`src/adc_pkg.sv`:
```
// Shared register map, field positions, reset values and timing for the converter control.
package adc_pkg;
  localparam logic [7:0] PORT_A_PINS_ADDR = 8'h05;
  localparam logic [7:0] PORT_E_PINS_ADDR = 8'h09;
  localparam logic [7:0] INTERRUPT_CONTROL_ADDR = 8'h0B;
  localparam logic [7:0] PERIPHERAL_FLAGS_ADDR = 8'h0C;
  localparam logic [7:0] RESULT_HIGH_ADDR = 8'h1E;
  localparam logic [7:0] CONVERTER_CONTROL_ADDR = 8'h1F;
  localparam logic [7:0] PORT_A_DIRECTION_ADDR = 8'h85;
  localparam logic [7:0] PORT_E_DIRECTION_ADDR = 8'h89;
  localparam logic [7:0] PERIPHERAL_ENABLES_ADDR = 8'h8C;
  localparam logic [7:0] RESULT_LOW_ADDR = 8'h9E;
  localparam logic [7:0] CONVERTER_FORMAT_PINS_ADDR = 8'h9F;

  localparam logic [5:0] PORT_A_DIR_RESET = 6'h3F;
  localparam logic [2:0] PORT_E_DIR_RESET = 3'h7;
  localparam logic [7:0] CTRL_RESET = 8'h00;

  localparam int CLK_SEL_MSB = 7;
  localparam int CLK_SEL_LSB = 6;
  localparam int CHAN_MSB = 5;
  localparam int CHAN_LSB = 3;
  localparam int GO_BIT = 2;
  localparam int ON_BIT = 0;
  localparam int FORMAT_BIT = 7;
  localparam int DONE_FLAG_BIT = 6;
  localparam int DONE_ENABLE_BIT = 6;
  localparam int GLOBAL_IRQ_BIT = 7;
  localparam int PERIPH_IRQ_BIT = 6;

  localparam logic [1:0] CLK_SEL_TOSC2 = 2'h0;
  localparam logic [1:0] CLK_SEL_TOSC8 = 2'h1;
  localparam logic [1:0] CLK_SEL_TOSC32 = 2'h2;
  localparam logic [1:0] CLK_SEL_RC = 2'h3;

  localparam int CLK_PERIOD_NS = 40;
  localparam int RC_TAD_NS = 4000;
  localparam int RC_TAD_CYCLES = RC_TAD_NS / CLK_PERIOD_NS;
  localparam int TOSC2_CYCLES = 2;
  localparam int TOSC8_CYCLES = 8;
  localparam int TOSC32_CYCLES = 32;
  localparam logic [2:0] TCY_CYCLES = 3'h4;
  localparam logic [3:0] LAST_TAD = 4'hB;
endpackage : adc_pkg

```
`src/tad_tick.sv`:
```
// Conversion bit-period tick generator for the four clock selections.
`timescale 1ns/1ps
module tad_tick (
  input wire logic clk,
  input wire logic rst_n,
  input wire logic clk_en,
  input wire logic run,
  input wire logic [1:0] sel,
  output logic tick
);
  typedef struct packed {
    logic [6:0] cnt;
    logic tick;
  } tick_state_type;

  tick_state_type q;
  tick_state_type n;
  logic [6:0] period;

  always_comb
  begin
    case (sel)
      adc_pkg::CLK_SEL_TOSC2: period = 7'(adc_pkg::TOSC2_CYCLES);
      adc_pkg::CLK_SEL_TOSC8: period = 7'(adc_pkg::TOSC8_CYCLES);
      adc_pkg::CLK_SEL_TOSC32: period = 7'(adc_pkg::TOSC32_CYCLES);
      default: period = 7'(adc_pkg::RC_TAD_CYCLES);
    endcase
    n = q;
    n.tick = 1'b0;
    if (!run)
    begin
      n.cnt = 7'h00;
    end
    else if (q.cnt >= period - 7'h01)
    begin
      n.cnt = 7'h00;
      n.tick = 1'b1;
    end
    else
    begin
      n.cnt = q.cnt + 7'h01;
    end
  end

  always_ff @(posedge clk or negedge rst_n)
  begin
    if (!rst_n)
      q <= '0;
    else if (clk_en)
      q <= n;
  end

  assign tick = q.tick;

  // With CLK_SEL_TOSC8 selected, a tick must follow exactly eight clocks after the previous one while nothing pauses it.
  tick_period_a: assert property (@(posedge clk) disable iff (!rst_n)
    clk_en && run && q.tick && sel == adc_pkg::CLK_SEL_TOSC8
      ##1 (clk_en && run && sel == adc_pkg::CLK_SEL_TOSC8)[*7] |=> q.tick)
    else $error("Bit-period counter did not restart on tick.");
endmodule : tad_tick

```
`src/sar_core.sv`:
```
// Successive-approximation sequencer producing ten result bits from the comparator.
`timescale 1ns/1ps
module sar_core (
  input wire logic clk,
  input wire logic rst_n,
  input wire logic clk_en,
  input wire logic start,
  input wire logic abort,
  input wire logic tick,
  input wire logic comp,
  output logic busy,
  output logic done,
  output logic [9:0] result,
  output logic [9:0] dac_code,
  output logic hold_open
);
  typedef enum logic {IDLE, CONVERT} sar_state_type;
  typedef struct packed {
    sar_state_type st;
    logic [3:0] cnt;
    logic [9:0] sar;
    logic [9:0] res;
    logic done;
    logic hold_open;
  } sar_reg_type;

  sar_reg_type q;
  sar_reg_type n;
  logic [9:0] trial;

  always_comb
  begin
    trial = 10'(10'h200 >> (q.cnt - 4'h2));
    n = q;
    n.done = 1'b0;
    case (q.st)
      IDLE:
      begin
        if (start)
        begin
          n.st = CONVERT;
          n.cnt = 4'h0;
          n.sar = 10'h000;
        end
      end
      default:
      begin
        if (abort)
        begin
          n.st = IDLE;
          n.sar = 10'h000;
          n.hold_open = 1'b0;
        end
        else if (tick)
        begin
          n.cnt = q.cnt + 4'h1;
          if (q.cnt == 4'h1)
          begin
            n.hold_open = 1'b1;
            n.sar = 10'h200;
          end
          else if (q.cnt >= 4'h2)
          begin
            n.sar = (q.sar & ~trial) | (comp ? trial : 10'h000) | (trial >> 1);
          end
          if (q.cnt == adc_pkg::LAST_TAD)
          begin
            n.st = IDLE;
            n.done = 1'b1;
            n.hold_open = 1'b0;
            n.res = (q.sar & ~trial) | (comp ? trial : 10'h000);
          end
        end
      end
    endcase
  end

  always_ff @(posedge clk or negedge rst_n)
  begin
    if (!rst_n)
      q <= '0;
    else if (clk_en)
      q <= n;
  end

  assign busy = (q.st == CONVERT);
  assign done = q.done;
  assign result = q.res;
  assign dac_code = q.sar;
  assign hold_open = q.hold_open;

  full_length_a: assert property (@(posedge clk) disable iff (!rst_n)
    $past(clk_en) && q.done |-> $past(q.cnt) == adc_pkg::LAST_TAD && $past(q.st) == CONVERT)
    else $error("Conversion finished before twelve bit periods.");
endmodule : sar_core

```
`src/adc_sleep_reset_control.sv`:
```
// Converter control: register file, halt behaviour, abort, result format and interrupt.
`timescale 1ns/1ps
// Notes on behaviour
// - Conversion continues during halt only with the RC bit clock selected.
// - With RC clock, start waits one instruction cycle after go is set.
// - Conversion finishing in halt clears go and loads the result pair.
// - Finished conversion wakes the device when its interrupt enable is set.
// - Without enable, converter powers down after conversion in halt; on bit stays.
// - Halt with non-RC clock aborts conversion, powers down, on bit stays.
// - Powered-down converter stops all bit clocks and conversion activity.
// - Reset restores registers, powers converter off, aborts any conversion.
// - Reset leaves the result pair untouched.
// - Clearing go mid-conversion aborts it; result pair keeps old value.
// - Clock select 00/01/10 give 2/8/32 oscillator periods, 11 is RC.
// - Conversion spans twelve bit periods, deciding bits from MSB down.
// - Format bit left- or right-justifies the result, zero filling the rest.
module adc_sleep_reset_control (
  input wire logic clk,
  input wire logic reset_n,
  input wire logic clk_en,
  input wire logic [7:0] addr,
  input wire logic [7:0] wdata,
  input wire logic wr_en,
  input wire logic rd_en,
  output logic [7:0] rdata,
  input wire logic cpu_halted,
  input wire logic comp_in,
  input wire logic [5:0] port_a_in,
  output logic [5:0] port_a_out,
  output logic [5:0] port_a_oe,
  input wire logic [2:0] port_e_in,
  output logic [2:0] port_e_out,
  output logic [2:0] port_e_oe,
  output logic [2:0] channel_select,
  output logic [3:0] analog_pin_config,
  output logic [9:0] dac_code,
  output logic hold_open,
  output logic converter_powered,
  output logic irq,
  output logic wake_req
);
  typedef struct packed {
    logic [9:0] pin_meta;
    logic [9:0] pin_sync;
    logic [7:0] rdata;
    logic [5:0] pa_lat;
    logic [5:0] pa_dir;
    logic [2:0] pe_lat;
    logic [2:0] pe_dir;
    logic [5:0] pa_oe;
    logic [2:0] pe_oe;
    logic [7:0] int_ctl;
    logic flag;
    logic [7:0] enables;
    logic [1:0] clk_sel;
    logic [2:0] chan;
    logic go;
    logic on;
    logic fmt;
    logic [3:0] pcfg;
    logic [2:0] dly;
    logic start;
    logic halted_off;
    logic powered;
    logic irq;
    logic wake;
  } ctl_type;

  typedef struct packed {
    logic [7:0] hi;
    logic [7:0] lo;
  } result_pair_type;

  ctl_type q;
  ctl_type n;
  result_pair_type keep_q;
  result_pair_type keep_d;
  logic rst_meta;
  logic rst_n;
  logic rc_sel;
  logic tick;
  logic sar_busy;
  logic sar_done;
  logic [9:0] sar_result;
  logic wr_ctrl;

  always_ff @(posedge clk or negedge reset_n)
  begin
    if (!reset_n)
    begin
      rst_meta <= 1'b0;
      rst_n <= 1'b0;
    end
    else
    begin
      rst_meta <= 1'b1;
      rst_n <= rst_meta;
    end
  end

  tad_tick u_tick (
    .clk(clk),
    .rst_n(rst_n),
    .clk_en(clk_en),
    .run(q.on && !q.halted_off && (!cpu_halted || rc_sel)),
    .sel(q.clk_sel),
    .tick(tick)
  );

  sar_core u_sar (
    .clk(clk),
    .rst_n(rst_n),
    .clk_en(clk_en),
    .start(q.start),
    .abort(!q.go || !q.on || q.halted_off),
    .tick(tick),
    .comp(q.pin_sync[9]),
    .busy(sar_busy),
    .done(sar_done),
    .result(sar_result),
    .dac_code(dac_code),
    .hold_open(hold_open)
  );

  assign rc_sel = (q.clk_sel == adc_pkg::CLK_SEL_RC);
  assign wr_ctrl = wr_en && addr == adc_pkg::CONVERTER_CONTROL_ADDR;

  always_comb
  begin
    n = q;
    keep_d = keep_q;
    n.pin_meta = {comp_in, port_e_in, port_a_in};
    n.pin_sync = q.pin_meta;
    n.start = 1'b0;
    n.rdata = 8'h00;
    if (q.dly != 3'h0)
    begin
      n.dly = q.dly - 3'h1;
      n.start = (q.dly == 3'h1);
    end
    if (wr_en)
    begin
      if (addr == adc_pkg::PORT_A_PINS_ADDR)
        n.pa_lat = wdata[5:0];
      else if (addr == adc_pkg::PORT_E_PINS_ADDR)
        n.pe_lat = wdata[2:0];
      else if (addr == adc_pkg::INTERRUPT_CONTROL_ADDR)
        n.int_ctl = wdata;
      else if (addr == adc_pkg::PERIPHERAL_FLAGS_ADDR)
        n.flag = q.flag && !wdata[adc_pkg::DONE_FLAG_BIT];
      else if (addr == adc_pkg::RESULT_HIGH_ADDR)
        keep_d.hi = wdata;
      else if (addr == adc_pkg::PORT_A_DIRECTION_ADDR)
        n.pa_dir = wdata[5:0];
      else if (addr == adc_pkg::PORT_E_DIRECTION_ADDR)
        n.pe_dir = wdata[2:0];
      else if (addr == adc_pkg::PERIPHERAL_ENABLES_ADDR)
        n.enables = wdata;
      else if (addr == adc_pkg::RESULT_LOW_ADDR)
        keep_d.lo = wdata;
      else if (addr == adc_pkg::CONVERTER_FORMAT_PINS_ADDR)
      begin
        n.fmt = wdata[adc_pkg::FORMAT_BIT];
        n.pcfg = wdata[3:0];
      end
    end
    if (wr_ctrl)
    begin
      n.clk_sel = wdata[adc_pkg::CLK_SEL_MSB:adc_pkg::CLK_SEL_LSB];
      n.chan = wdata[adc_pkg::CHAN_MSB:adc_pkg::CHAN_LSB];
      n.on = wdata[adc_pkg::ON_BIT];
      if (!wdata[adc_pkg::GO_BIT] || !wdata[adc_pkg::ON_BIT])
      begin
        // Dropping go also cancels a pending RC start.
        n.go = 1'b0;
        n.dly = 3'h0;
        n.start = 1'b0;
      end
      else if (!q.go && q.on && !sar_busy)
      begin
        // Go in the same write that turns the converter on is ignored.
        n.go = 1'b1;
        if (wdata[adc_pkg::CLK_SEL_MSB:adc_pkg::CLK_SEL_LSB] == adc_pkg::CLK_SEL_RC)
          n.dly = adc_pkg::TCY_CYCLES;
        else
          n.start = 1'b1;
      end
    end
    if (sar_done)
    begin
      n.go = 1'b0;
      n.flag = 1'b1;
      if (q.fmt)
      begin
        keep_d.hi = {6'h00, sar_result[9:8]};
        keep_d.lo = sar_result[7:0];
      end
      else
      begin
        keep_d.hi = sar_result[9:2];
        keep_d.lo = {sar_result[1:0], 6'h00};
      end
      if (cpu_halted && !q.enables[adc_pkg::DONE_ENABLE_BIT])
        n.halted_off = 1'b1;
    end
    if (cpu_halted && !rc_sel)
    begin
      n.go = 1'b0;
      n.dly = 3'h0;
      n.start = 1'b0;
      n.halted_off = 1'b1;
    end
    if (!cpu_halted)
      n.halted_off = 1'b0;
    n.powered = n.on && !n.halted_off;
    n.pa_oe = ~n.pa_dir;
    n.pe_oe = ~n.pe_dir;
    n.wake = n.flag && n.enables[adc_pkg::DONE_ENABLE_BIT];
    n.irq = n.wake && n.int_ctl[adc_pkg::GLOBAL_IRQ_BIT] && n.int_ctl[adc_pkg::PERIPH_IRQ_BIT];
    if (rd_en)
    begin
      if (addr == adc_pkg::PORT_A_PINS_ADDR)
        n.rdata = {2'h0, q.pin_sync[5:0]};
      else if (addr == adc_pkg::PORT_E_PINS_ADDR)
        n.rdata = {5'h00, q.pin_sync[8:6]};
      else if (addr == adc_pkg::INTERRUPT_CONTROL_ADDR)
        n.rdata = q.int_ctl;
      else if (addr == adc_pkg::PERIPHERAL_FLAGS_ADDR)
        n.rdata = {1'b0, q.flag, 6'h00};
      else if (addr == adc_pkg::RESULT_HIGH_ADDR)
        n.rdata = keep_q.hi;
      else if (addr == adc_pkg::CONVERTER_CONTROL_ADDR)
        n.rdata = {q.clk_sel, q.chan, q.go, 1'b0, q.on};
      else if (addr == adc_pkg::PORT_A_DIRECTION_ADDR)
        n.rdata = {2'h0, q.pa_dir};
      else if (addr == adc_pkg::PORT_E_DIRECTION_ADDR)
        n.rdata = {5'h00, q.pe_dir};
      else if (addr == adc_pkg::PERIPHERAL_ENABLES_ADDR)
        n.rdata = q.enables;
      else if (addr == adc_pkg::RESULT_LOW_ADDR)
        n.rdata = keep_q.lo;
      else if (addr == adc_pkg::CONVERTER_FORMAT_PINS_ADDR)
        n.rdata = {q.fmt, 3'h0, q.pcfg};
    end
  end

  always_ff @(posedge clk or negedge rst_n)
  begin
    if (!rst_n)
    begin
      q <= '0;
      q.pa_dir <= adc_pkg::PORT_A_DIR_RESET;
      q.pe_dir <= adc_pkg::PORT_E_DIR_RESET;
    end
    else if (clk_en)
      q <= n;
  end

  // The result pair has no reset so a warm reset keeps the last conversion.
  always_ff @(posedge clk)
  begin
    if (clk_en)
      keep_q <= keep_d;
  end

  assign rdata = q.rdata;
  assign port_a_out = q.pa_lat;
  assign port_a_oe = q.pa_oe;
  assign port_e_out = q.pe_lat;
  assign port_e_oe = q.pe_oe;
  assign channel_select = q.chan;
  assign analog_pin_config = q.pcfg;
  assign converter_powered = q.powered;
  assign irq = q.irq;
  assign wake_req = q.wake;

  halt_clock_a: assert property (@(posedge clk) disable iff (!rst_n)
    clk_en && $past(clk_en) && tick && $past(cpu_halted) |-> $past(rc_sel))
    else $error("Bit clock ran during halt without RC select.");
  rc_delay_a: assert property (@(posedge clk) disable iff (!rst_n)
    clk_en && $rose(q.go) && rc_sel ##1 clk_en[*4] |-> q.start || !q.go)
    else $error("RC start did not follow one instruction cycle.");
  done_clears_a: assert property (@(posedge clk) disable iff (!rst_n)
    clk_en && sar_done |=> !q.go && keep_q == ($past(q.fmt) ? {6'h00, $past(sar_result)}
      : {$past(sar_result), 6'h00}))
    else $error("Completion left go set or result unloaded.");
  wake_done_a: assert property (@(posedge clk) disable iff (!rst_n)
    clk_en && sar_done && q.enables[adc_pkg::DONE_ENABLE_BIT] |=> wake_req)
    else $error("Completion with enable did not request wake.");
  halt_off_a: assert property (@(posedge clk) disable iff (!rst_n)
    clk_en && sar_done && cpu_halted && !q.enables[adc_pkg::DONE_ENABLE_BIT] && !wr_ctrl
      |=> q.halted_off && q.on == $past(q.on) && !converter_powered)
    else $error("Converter not powered down after halted conversion.");
  halt_abort_a: assert property (@(posedge clk) disable iff (!rst_n)
    clk_en && cpu_halted && !rc_sel && sar_busy ##1 clk_en |-> !q.go ##1 !sar_busy)
    else $error("Halt with non-RC clock did not abort.");
  off_quiet_a: assert property (@(posedge clk) disable iff (!rst_n)
    clk_en && q.halted_off |=> !tick)
    else $error("Bit clock running while converter is off.");
  reset_state_a: assert property (@(posedge clk)
    $rose(rst_n) |-> !q.go && !q.on && !sar_busy && !converter_powered)
    else $error("Reset did not clear converter state.");
  abort_keeps_a: assert property (@(posedge clk) disable iff (!rst_n)
    clk_en && sar_busy && !q.go && !wr_en |=> $stable(keep_q) && !sar_busy)
    else $error("Abort changed result or left conversion running.");
  format_zero_a: assert property (@(posedge clk) disable iff (!rst_n)
    clk_en && sar_done |=> ($past(q.fmt) ? keep_q.hi[7:2] == 6'h00 : keep_q.lo[5:0] == 6'h00))
    else $error("Result justification left stray bits.");
  flag_set_a: assert property (@(posedge clk) disable iff (!rst_n)
    clk_en && sar_done |=> q.flag)
    else $error("Completion did not set the done flag.");

  halted_conv_c: cover property (@(posedge clk) disable iff (!rst_n) sar_done && cpu_halted);
  abort_c: cover property (@(posedge clk) disable iff (!rst_n) sar_busy && !q.go);
  irq_c: cover property (@(posedge clk) disable iff (!rst_n) $rose(irq));
endmodule : adc_sleep_reset_control

```
`config.mk`:
```
export PLATFORM = sky130hd
export DESIGN_NAME = adc_sleep_reset_control
export DESIGN_NICKNAME = d
export VERILOG_FILES = /design/src/adc_pkg.sv /design/src/tad_tick.sv /design/src/sar_core.sv /design/src/adc_sleep_reset_control.sv
export SDC_FILE = /design/constraint.sdc
export NUM_CORES = 1
export LEC_CHECK = 0
export BUFFER_PORTS_ARGS = -buffer_cell sky130_fd_sc_hd__buf_2
export CAP_MARGIN = 0
export CORE_ASPECT_RATIO = 1.2
export CORE_MARGIN = 2
export CORE_UTILIZATION = 60
export DETAILED_ROUTE_END_ITERATION = 10
export PLACE_DENSITY = 0.81
export SETUP_SLACK_MARGIN = 0.1
export SLEW_MARGIN = 25
export SYNTH_ARGS = -nofsm -noshare
export SYNTH_HDL_FRONTEND = slang
export SYNTH_SLANG_ARGS = --single-unit
```
`constraint.sdc`:
```
create_clock -name clk -period 4.2 [get_ports clk]
set_input_delay 0.84 -clock clk [delete_from_list [all_inputs] [get_ports clk]]
set_output_delay 0.84 -clock clk [all_outputs]
set_load 0.02 [all_outputs]
```
# --- Word-level counts from Yosys, hierarchy flattened ---
# Index checks and enable logic that the tools add are counted.
op_classes:
  n_shift: 1
  n_reduce_logical: 50
  n_bitwise: 16
  n_eq_ne: 30
  n_lt_le_gt_ge: 2
  addsub: 5
  mux: 86
op_table:
  columns: ["cell", "count"]
  rows:
  - ["8-bit two-way mux", 24]
  - ["16-bit two-way mux", 7]
  - ["17-bit two-way mux", 3]
  - ["8-bit equality test, second input constant", 5]
  - ["10-bit two-way mux", 4]
  - ["12-bit two-way mux", 3]
  - ["15-bit two-way mux", 2]
  - ["6-bit two-way mux", 5]
  - ["27-bit two-way mux", 1]
  - ["8-bit by 4-bit equality test with 1-bit output, second input constant", 3]
  - ["3-bit two-way mux", 8]
  - ["7-bit one-hot mux with 3 select lines", 1]
  - ["4-bit two-way mux", 5]
  - ["1-bit two-way mux", 17]
  - ["8-bit by 5-bit equality test with 1-bit output, second input constant", 2]
  - ["2-bit by 1-bit != test with 1-bit output, second input constant", 8]
  - ["4-bit AND reduction", 4]
  - ["7-bit two-way mux", 2]
  - ["1-bit logical AND", 12]
  - ["12-bit AND reduction", 1]
  - ["1-bit logical NOT", 11]
  - ["11-bit AND reduction", 1]
  - ["10-bit AND", 1]
  - ["1-bit inverter", 10]
  - ["other kinds (35)", 50]
word_totals:
  output_inout_bits: 47
  word_cells: 228
  input_bits: 32
  regBits: 145

# --- Logic depth before layout (Yosys ltp) ---
# Gate-level depths: netlist of run 1.
logic_depth:
  depth_word: 14
  mapped_depth: 9
  depth_no_buf: 9

# --- Cells and area by module ---
# A second synthesis of run 1 with hierarchy kept.
unflattened:
  hier_cells: 776
  hier_area_um2: 8200.4
modules_own_cells:
  columns: ["module", "area_each_um2", "instances", "cells_each"]
  rows:
  - ["adc_sleep_reset_control", 5778.0, 1, 510]
  - ["sar_core", 1835.5, 1, 206]
  - ["tad_tick", 586.8, 1, 60]

# --- Worst setup path after synthesis of run 1 ---
# No wires, ideal clock.
synth_path:
  path_kind: "input-to-reg"
  start: "input addr[5]"
  end: "register q[32] in the netlist's numbering"
  setup_slack_ns: 1.529
  path_buffers: 1
  cell_stages: 5
  arrival_time_ns: 2.546
  path_cell_list: "buf_4 -> or4_4 -> or3_4 -> nor3_4 -> mux2_2"
synth_via:
  elab_chain_cells: 3
  elab_cells_between_ends: 6
synth_rtl:
  columns: ["element", "line_no", "rtl"]
  rows:
  - ["start: declaration", "adc_sleep_reset_control.sv:21", "input wire logic [7:0] addr,"]
  - ["8-bit by 4-bit equality test with 1-bit output or 8-bit by 3-bit equality test with 1-bit output (tied branches)", "adc_sleep_reset_control.sv:145, adc_sleep_reset_control.sv:143", null]
  - ["1-bit inverter (no source line)", null, null]
  - ["5-bit AND reduction (no source line) (*)", null, null]
  - ["end signal: assignment", "adc_sleep_reset_control.sv:256", "q <= n;"]
  - ["end: declaration", "adc_sleep_reset_control.sv:74", "ctl_type q;"]
# Every way passes the cells marked *; elsewhere a longest branch is shown, timed or not.
# A chain may end at the register's enable or synchronous reset.

# --- Worst setup path after layout of run 1 ---
layout_path:
  start: "register q[19] in the netlist's numbering"
  end: "register u_tick.q[7] in the netlist's numbering"
layout_via:
  elab_chain_cells: 6
  elab_cells_between_ends: 11
layout_rtl:
  columns: ["element", "line_no", "rtl"]
  rows:
  - ["2-bit equality test (tied with other cells)", "tad_tick.sv:22", "case (sel)"]
  - ["7-bit one-hot mux with 3 select lines", "tad_tick.sv:22", null]
  - ["7-bit by 1-bit subtractor with 7-bit output", "tad_tick.sv:34", "else if (q.cnt >= period - 7'h01)"]
  - ["7-bit greater-or-equal comparator", "tad_tick.sv:34", null]
  - ["7-bit two-way mux", "tad_tick.sv:34", null]
  - ["7-bit two-way mux (*)", "tad_tick.sv:30", "if (!run)"]
  - ["end signal: assignment", "tad_tick.sv:50", "q <= n;"]
  - ["end: declaration", "tad_tick.sv:16", "tick_state_type q;"]
# Marks and branches as above.

==> results of run 1 <==
## sequential cells by signal (all words and copies together) (netlist names), 3 cells and up
register,count
channel_select,3
u_sar.q,4
u_tick.q,7
n,10
analog_pin_config,4
u_sar.result,10
rdata,8
port_a_oe,6
keep_q,16
u_sar.dac_code,10
port_e_out,3
port_a_out,6
port_e_oe,3
q,46
## layer usage
metal  vias to the layer above  GRT usage, %  routed length, µm
met2                       250          48.4              10300
met5                         -             0                  0
li1                       2862             -                  -
met1                      3116          37.1               8520
met3                        68          6.20               1100
met4                         0          15.7               1010
## power breakdown
part	leakage [nW]	internal, mW	total, mW	switching [mW]
Clock	0.262	0.821	1.45	0.625
Sequential	1.79	1.49	1.56	0.0741
Combinational	2.01	0.132	0.351	0.219
## worst max path at each step
stage	to	cells past startpoint
detailed placement	irq	6
global placement	q[32]	5
CTS	u_tick.q[7]	9
finish	u_tick.q[7]	9
global route	u_tick.q[7]	9
floorplan	analog_pin_config[0]	0
## cell type report
type / count / area, µm²
flip-flops and latches: 145 / 3720
repair buffers: 89 / 473
multi-input cells: 536 / 3770
clock buffers: 18 / 429
inverters: 27 / 101
well taps: 168 / 210
fillers: 1074 / 4400
clock inverters: 14 / 130
## placed cells by master (no fill, tap or decap), drive strengths merged, types with 3 or more instances in the layout
master and instances:
dfrtp 120, buf 89, mux2 75, nand2 62, a21oi 59, nor2 51
o21ai 42, inv 32, mux2i 29, ha 21, nand3 19, clkbuf 18
a21o 17, edfxtp 16, nor2b 13, nor3 12, and3 11, a31oi 11
o22ai 10, dfstp 9, nand4 8, nand2b 6, and2 6, o2bb2ai 5
o211ai 5, a221o 4, clkinvlp 4, nor3b 4, nand3b 4, clkinv 4
nand4b 3, a211oi 3, o31ai 3, nor4b 3, xor2 3, a221oi 3
a22oi 3, nor4 3
## cell families (layout without fill, tap and decap cells)
logic type                 after synthesis  in the layout
AOI/OAI and AO/OA                      186            186
xor gates and xnor gates                 4              4
adders and majority gates               21             21
buffers and inverters                  120            148
DFF                                    145            145
muxes                                  104            104
other                                    1              1
and+or+nand+nor                        220            220
## critical path: stages (launching register included)
cell	delay (ns)
dfrtp_1	0.47
inv_1	0.10
ha_1	0.29
inv_1	0.04
ha_1	0.27
o21ai_0	0.16
o21ai_0	0.12
a21boi_0	0.62
nand2_1	0.24
o311ai_0	0.35
## through the flow
step	hold slack (ns)	instance area [µm²]	worst slack [ns]	std cells	util (%)
final	0.179	8840	1.44	997	66.8
after global routing	0.171	8840	1.22	997	66.8
after global placement	0.339	8280	1.16	965	62.5
after detailed placement	0.340	8280	1.14	965	62.5
after CTS	0.172	8840	1.45	997	66.8
after floorplan	0.331	8130	0.356	801	-
==> qor.yml, run 1 <==
hold_path_class: "in -> async"
syn_area_mm2: 0.00813
fin_crit_sh_pct: 65.6
rows: 46
max_slew.worst_pin.slew_ns: 0.873
vias: 6296
drt-wirelength-per-cell_um: 21.0
finalPower_mw: 3.36
r2r_cells: 9
critical_path.startpoint: "q[19]"
antenna_left: 0
dp_hpwl_mm: 14.7
tns_ns: 0
grtUsageTotal_pct: 29.9
yosysSeqAreaShare_pct: 45.8
nNetsFinal: 869
required_ns: 4.52
drtPass1Iterations: 5
r2r-start: "q[19]"
crit_path_max_fanout: 6
diodes: 0
clk_latency_ns: 0.43
startpoint_type: "register"
post_cts_buffers: 0
die_height_um: 131
synth_nets: 854
areaGrowthSynthToFinish_pct: 8.75
rsz0062_at_grt: "no"
cts_resized: 0
syn-instance-count: 801
fmax_mhz: 363
die_area_mm2: 0.0145
numClockSinks: 145
grt_max_degree: 54
place_congestion: 0.968
synth_common_cells: "120 x dfrtp_1, 75 x mux2_2, 62 x nand2_1, 59 x a21oi_1, 51 x nor2_1"
cts.htree.levels: 4
start_util_pct: 61.4
worstPathArrival_ns: 3.07
die_w_um: 110
cts_buffers: 17
critical_path_class: "reg -> reg"
syn_area_per_cell_um2: 10.1
synth-async-reset-ratio_pct: 89.0
synth-xor-area-share_pct: 0.431
path_clk_slew_ns: 0.06
overflow: 0
ios: 79
synth_ff_type: "dfrtp_1"
status: "completed"
skew_ns: 0.00713
peakVddDrop_mv: 0.263
cts_buffer_depth: 2
crit_path_end_kind: "register"
final_layout_size_suffix_gt1_share_pct: 26.3
synth_compound_area_share_pct: 14.3
synthAdderAreaFrac_pct: 3.23
synth.top_cells.by_area: "dfrtp_1 37%, mux2_2 10%, edfxtp_1 5.9%"
min_period_ns: 2.76
grt_pass1_wl_mm: 33.1
synth-simple-area-share_pct: 14.3
max_cap_violations: 0
hold_viol: 0
synth_top_area_share_pct: 37.0
yosysUniqueCellTypes: 76
core_mm2: 0.0132
drt_iter0_markers: 564
ys_warn_count: 0
ys_ff_latch: 145
r2r_slack_ns: 1.44
drv_slew: 0
cts-root-buf: "clkbuf_16"
numPortBuffers: 78
power.leakage_nw: 4.06
setup_viol: 0
reg2reg_to: "u_tick.q[7]"
grt_pass1_vias: 6258
synth_edf_count: 16
synth_mux_area_share_pct: 14.0
antenna_found_initial: 1
post-synth-top-count-cell: "dfrtp_1"
routed_wirelength_mm: 20.9
relSlewSlack_pct: 41.4
synth_area_leader_cell: "dfrtp_1"
ctsHoldBuffers: 0
p_per_area_mw_per_mm2: 380
post_drt_via_cell_ratio: 6.31
synth_top_family_by_area: "compound AO/OA/AOI/OAI gates"
drc_errors: 0
cts_tree: "yes"
(Power assumes the default switching activity.)
==> run 2: changes to the inputs <==
clock period = 2.7 ns   (was 4.2 ns; I/O delays follow)
==> run 2 against run 1 <==
  * Sequential share of layout area shrank 0.86 points
  * Routed wire length grew 1.2%
  * Non-clock buffer count grew 22
  * Global-route usage grew 0.68 points
  * Maximum frequency grew 15%
  * Largest power group unchanged
  * Register-to-register slack lost 1.1 ns
==> qor.yml, run 2 (synthesis results as in run 1) <==
hold_viol: 0
tns_ns: 0
relSlewSlack_pct: 38.6
die_w_um: 110
fin_hold_ws_ns: 0.344
r2r_cells: 9
worstPathArrival_ns: 2.72
setup_viol: 0
required_ns: 3.02
critical_path_class: "reg -> reg"
max_cap_violations: 0
path_buf_inv: 2
overflow: 0
antenna_found_initial: 0
layout_commonest_cell: "dfrtp_1"
r2r-start: "q[18]"
skew_ns: 0.00590
reg2reg_to: "u_tick.q[7]"
drt-wirelength-per-cell_um: 20.7
nNetsFinal: 891
start_util_pct: 61.4
ios: 79
grt_pass1_vias: 6410
numPortBuffers: 78
rows: 46
status: "completed"
min_to: "n[74]"
antenna_left: 0
cts_tree: "yes"
max_slew.worst_pin.slew_ns: 0.908
post_drt_via_cell_ratio: 6.28
largest_registers: "q x46, keep_q x16"
startpoint_type: "register"
diodes: 0
largest_reg_flops: 46
grt_pass1_wl_mm: 33.7
drtPass1Iterations: 5
dp_hpwl_mm: 15.2
r2r_slack_ns: 0.30
p_per_area_mw_per_mm2: 583
crit_path_max_incr_delay_ns: 0.43
min_period_ns: 2.40
post_cts_buffers: 0
core_mm2: 0.0132
cts-root-buf: "clkbuf_16"
preCtsSetupSlack_ns: 0.121
cts_buffer_depth: 2
grt_max_degree: 128
min_path_cells: 2
final_layout_size_suffix_gt1_share_pct: 28.0
clk_latency_ns: 0.43
cts.htree.levels: 4
die_area_mm2: 0.0145
worstHoldStart: "port_a_in[2]"
most-common-layout-cells: "119 x dfrtp_1, 78 x buf_2, 75 x mux2_2"
place_congestion: 0.931
rsz0062_at_grt: "no"
die_height_um: 131
power.leakage_nw: 4.19
peakVddDrop_mv: 0.431
path_clk_slew_ns: 0.06
cp_top_family: "compound AO/OA/AOI/OAI gates"
drt_iter0_markers: 442
numClockSinks: 145
cts_buffers: 17
fmax_mhz: 417
drc_errors: 0
grtUsageTotal_pct: 30.6
drv_slew: 0
crit_path_max_fanout: 4
cp_cell_sequence: "inv_1 -> ha_1 -> inv_1 -> ha_1 -> o21ai_0 -> o21ai_0 -> a21boi_1 -> nand2_1 -> o311ai_0"
worst_slack_ns: 0.302
areaGrowthSynthToFinish_pct: 11.0
fin_crit_sh_pct: 88.8
vias: 6401
routed_wirelength_mm: 21.1
crit_path_end_kind: "register"
hold_path_class: "in -> reg"
regMostFlops: "q"
crit_slowest_cell: "dfrtp_1"
==> run 2: cell count changes in the layout (fill, tap and decap cells not counted), sizes merged <==
cell / previous run / this run
inv: 32 / 33
buf: 89 / 110
dlygate4sd3: 0 / 1
clkinvlp: 4 / 3
==> run 2: cell type report <==
| cell class | instances | area [µm²] |
|---|---|---|
| Clock buffer | 18 | 439 |
| Clock inverter | 14 | 126 |
| Fill cell | 1042 | 4220 |
| Inverter | 27 | 101 |
| Multi-Input combinational cell | 536 | 3770 |
| Sequential cell | 145 | 3720 |
| Tap cell | 168 | 210 |
| Timing Repair Buffer | 111 | 653 |
==> run 2: routing by layer <==
layer | global-route usage [%] | vias up | share of wire (%)
met1 | 37.1 | 3148 | 39
met4 | 14.7 | 0 | 4.2
met2 | 50.4 | 270 | 51
met3 | 7.29 | 69 | 6.0
met5 | 0 | - | 0
li1 | - | 2914 | -
==> run 2: worst max path at each step <==
stage | slack [ns] | cells after the start | end | start
6_report | 0.30 | 9 | u_tick.q[7] | q[18]
3_3_place_gp | 0.15 | 5 | q[34] | addr[4]
5_1_grt | 0.19 | 9 | u_tick.q[7] | q[18]
3_5_place_dp | 0.12 | 5 | q[34] | addr[4]
4_1_cts | 0.23 | 9 | u_tick.q[7] | q[18]
2_1_floorplan | 0.33 | 5 | q[32] | addr[5]
==> run 2: metrics by stage <==
stage               total power [mW]  util (%)  instance area, µm²  instances
floorplan                       2.84         -                8130        801
global placement                2.97      63.8                8450        986
detailed placement              3.01      63.8                8450        986
CTS                             5.28      68.1                9020       1019
global route                    5.46      68.1                9020       1019
finish                          5.26      68.1                9020       1019
==> run 2: power by group <==
group / leakage, nW / switching, mW / total (mW) / internal [mW]
sequential: 1.79 / 0.0964 / 2.41 / 2.31
clock: 0.270 / 0.970 / 2.27 / 1.30
combinational: 2.12 / 0.361 / 0.577 / 0.217
==> run 2: worst reg2reg max path: stages, from the launching register on <==
cell and delay [ns]:
dfrtp_1 0.43, inv_1 0.12, ha_1 0.29, inv_1 0.04, ha_1 0.30, o21ai_0 0.18
o21ai_0 0.15, a21boi_1 0.27, nand2_1 0.17, o311ai_0 0.35
==> run 2: what timing repair did <==
| item | 4_1_cts | 5_1_grt |
|---|---|---|
| setup endpoints to repair | 0 | 1 |
| hold endpoints to repair | 2 | 0 |
| gates resized for setup | 0 | 1 |
| hold buffers | 1 | 0 |
==> run 3: changes to the inputs <==
CELL_PAD_IN_SITES_DETAIL_PLACEMENT = 0   (was default)
CELL_PAD_IN_SITES_GLOBAL_PLACEMENT = 1   (was default)
CORE_UTILIZATION = 47   (was 60)
PLACE_DENSITY = default   (was 0.81)
PLACE_DENSITY_LB_ADDON = 0.1   (was default)
==> run 3 against run 2 <==
  * Routed wire length rose by 6.9%
  * Combinational power barely moved
  * Flip-flop and latch count did not move
  * Global-route usage fell by 4.8 points
  * Clock skew rose by 0.011 ns
  * Utilization fell by 14 points
  * Highest routed layer unchanged
==> qor.yml, run 3 (synthesis results as in run 1) <==
antenna_left: 0
drc_errors: 0
p_int_mw: 3.87
grt_pass1_wl_mm: 35.4
crit_slowest_cell: "dfrtp_1"
drt-wirelength-per-cell_um: 20.9
drt_iter0_markers: 365
fin_crit_sh_pct: 85.1
grt_max_degree: 53
ios: 79
worst_slack_ns: 0.401
die_height_um: 148
grt_pass1_vias: 6232
critical_path_class: "reg -> reg"
tns_ns: 0
place_congestion: 0.948
power.switching_mw: 1.55
crit_path_max_incr_delay_ns: 0.45
worstPathArrival_ns: 2.60
combPwrFrac_pct: 10.6
preCtsSetupSlack_ns: 0.123
final_layout_size_suffix_gt1_share_pct: 29.2
most-common-layout-cells: "119 x dfrtp_1, 78 x buf_2, 75 x mux2_2"
grtUsageTotal_pct: 25.7
setup_viol: 0
required_ns: 3.01
power.leakage_nw: 4.28
rsz0062_at_grt: "no"
numPortBuffers: 78
p_seq_share_pct: 44.7
cts.htree.levels: 4
fmax_mhz: 435
post_cts_buffers: 0
drtPass1Iterations: 5
cts_buffers: 17
peakVddDrop_mv: 0.406
status: "completed"
cp_top_family: "compound AO/OA/AOI/OAI gates"
diodes: 0
dp_hpwl_mm: 16.7
die_area_mm2: 0.0184
hold_viol: 0
p_per_area_mw_per_mm2: 588
crit_path_max_fanout: 4
finalPower_mw: 5.42
drv_slew: 0
path_clk_slew_ns: 0.07
min_period_ns: 2.30
post_dp_cell_area_mm2: 0.00861
skew_ns: 0.0166
stdcell_area_mm2: 0.00923
cp_cell_sequence: "inv_1 -> ha_1 -> inv_1 -> ha_1 -> o21ai_0 -> o21ai_0 -> a21boi_1 -> nand2_1 -> o311ai_0"
numClockSinks: 145
crit_path_end_kind: "register"
overflow: 0
post_drt_via_cell_ratio: 5.82
areaGrowthSynthToFinish_pct: 13.5
path_buf_inv: 2
fin_hold_ws_ns: 0.346
nNetsFinal: 903
cts_buffer_depth: 2
core_mm2: 0.0169
relSlewSlack_pct: 49.3
rows: 52
antenna_found_initial: 0
vias: 6285
largest_registers: "q x46, keep_q x16"
cts_tree: "yes"
sw_frac_of_total_pct: 28.6
largest_reg_flops: 46
die_w_um: 124
cts-root-buf: "clkbuf_16"
startpoint_type: "register"
max_slew.worst_pin.slew_ns: 0.760
routed_wirelength_mm: 22.6
layout_commonest_cell: "dfrtp_1"
regMostFlops: "q"
pwr-share-clk_pct: 44.7
max_cap_violations: 0
clk_latency_ns: 0.43
start_util_pct: 48.0
hold_path_class: "in -> reg"
-- run 3: cell count changes in the layout (fill, tap and decap cells not counted), sizes merged --
cell / previous run / this run
clkinvlp: 3 / 1
clkinv: 4 / 3
buf: 110 / 122
clkbuf: 18 / 17
inv: 33 / 37
-- run 3: area by class of cell --
| cell class | count | area [µm²] |
|---|---|---|
| fill | 1566 | 7690 |
| multi-input combinational | 536 | 3770 |
| sequential | 145 | 3720 |
| timing repair buffer | 123 | 756 |
| clock buffer | 17 | 425 |
| tap | 216 | 270 |
| clock inverter | 15 | 184 |
| inverter | 27 | 101 |
-- run 3: worst paths after layout --
path	start	endpoint	slack, ns	cells past startpoint
worst max register to register	q[18]	u_tick.q[7]	0.40	9
max in group asynchronous	rst_n	q[48]	1.45	1
worst min register to register	rst_meta	rst_n	0.36	0
worst max-delay path	q[18]	u_tick.q[7]	0.40	9
min in group asynchronous	rst_n	port_a_out[5]	0.40	0
worst min-delay path	port_e_in[1]	n[79]	0.35	2
-- run 3: layer usage --
metal	vias to the layer above	wire, µm	GRT usage, %
met5	-	0	0
met4	0	714	11.1
met3	46	913	4.44
met2	179	11200	42.7
met1	3125	9740	32.9
li1	2935	-	-
-- run 3: power groups by stage --
| stage | combinational (mW) | clock (mW) | sequential (mW) |
|---|---|---|---|
| 2_1_floorplan | 0.410 | 0 | 2.43 |
| 6_report | 0.574 | 2.42 | 2.42 |
| 5_1_grt | 0.635 | 2.58 | 2.44 |
| 3_3_place_gp | 0.551 | 0 | 2.46 |
| 3_5_place_dp | 0.569 | 0 | 2.46 |
| 4_1_cts | 0.573 | 2.48 | 2.42 |
-- run 3: through the flow --
stage	utilization [%]	instances
final	54.5	1079
after global routing	54.5	1079
after CTS	54.5	1079
after detailed placement	50.9	1046
after global placement	50.9	1046
after floorplan	-	801
-- run 3: repair_timing --
action / CTS / global route
resized for setup: 0 / 1
hold endpoints to repair: 2 / 0
endpoints found under the setup margin: 0 / 1
hold buffers: 1 / 0
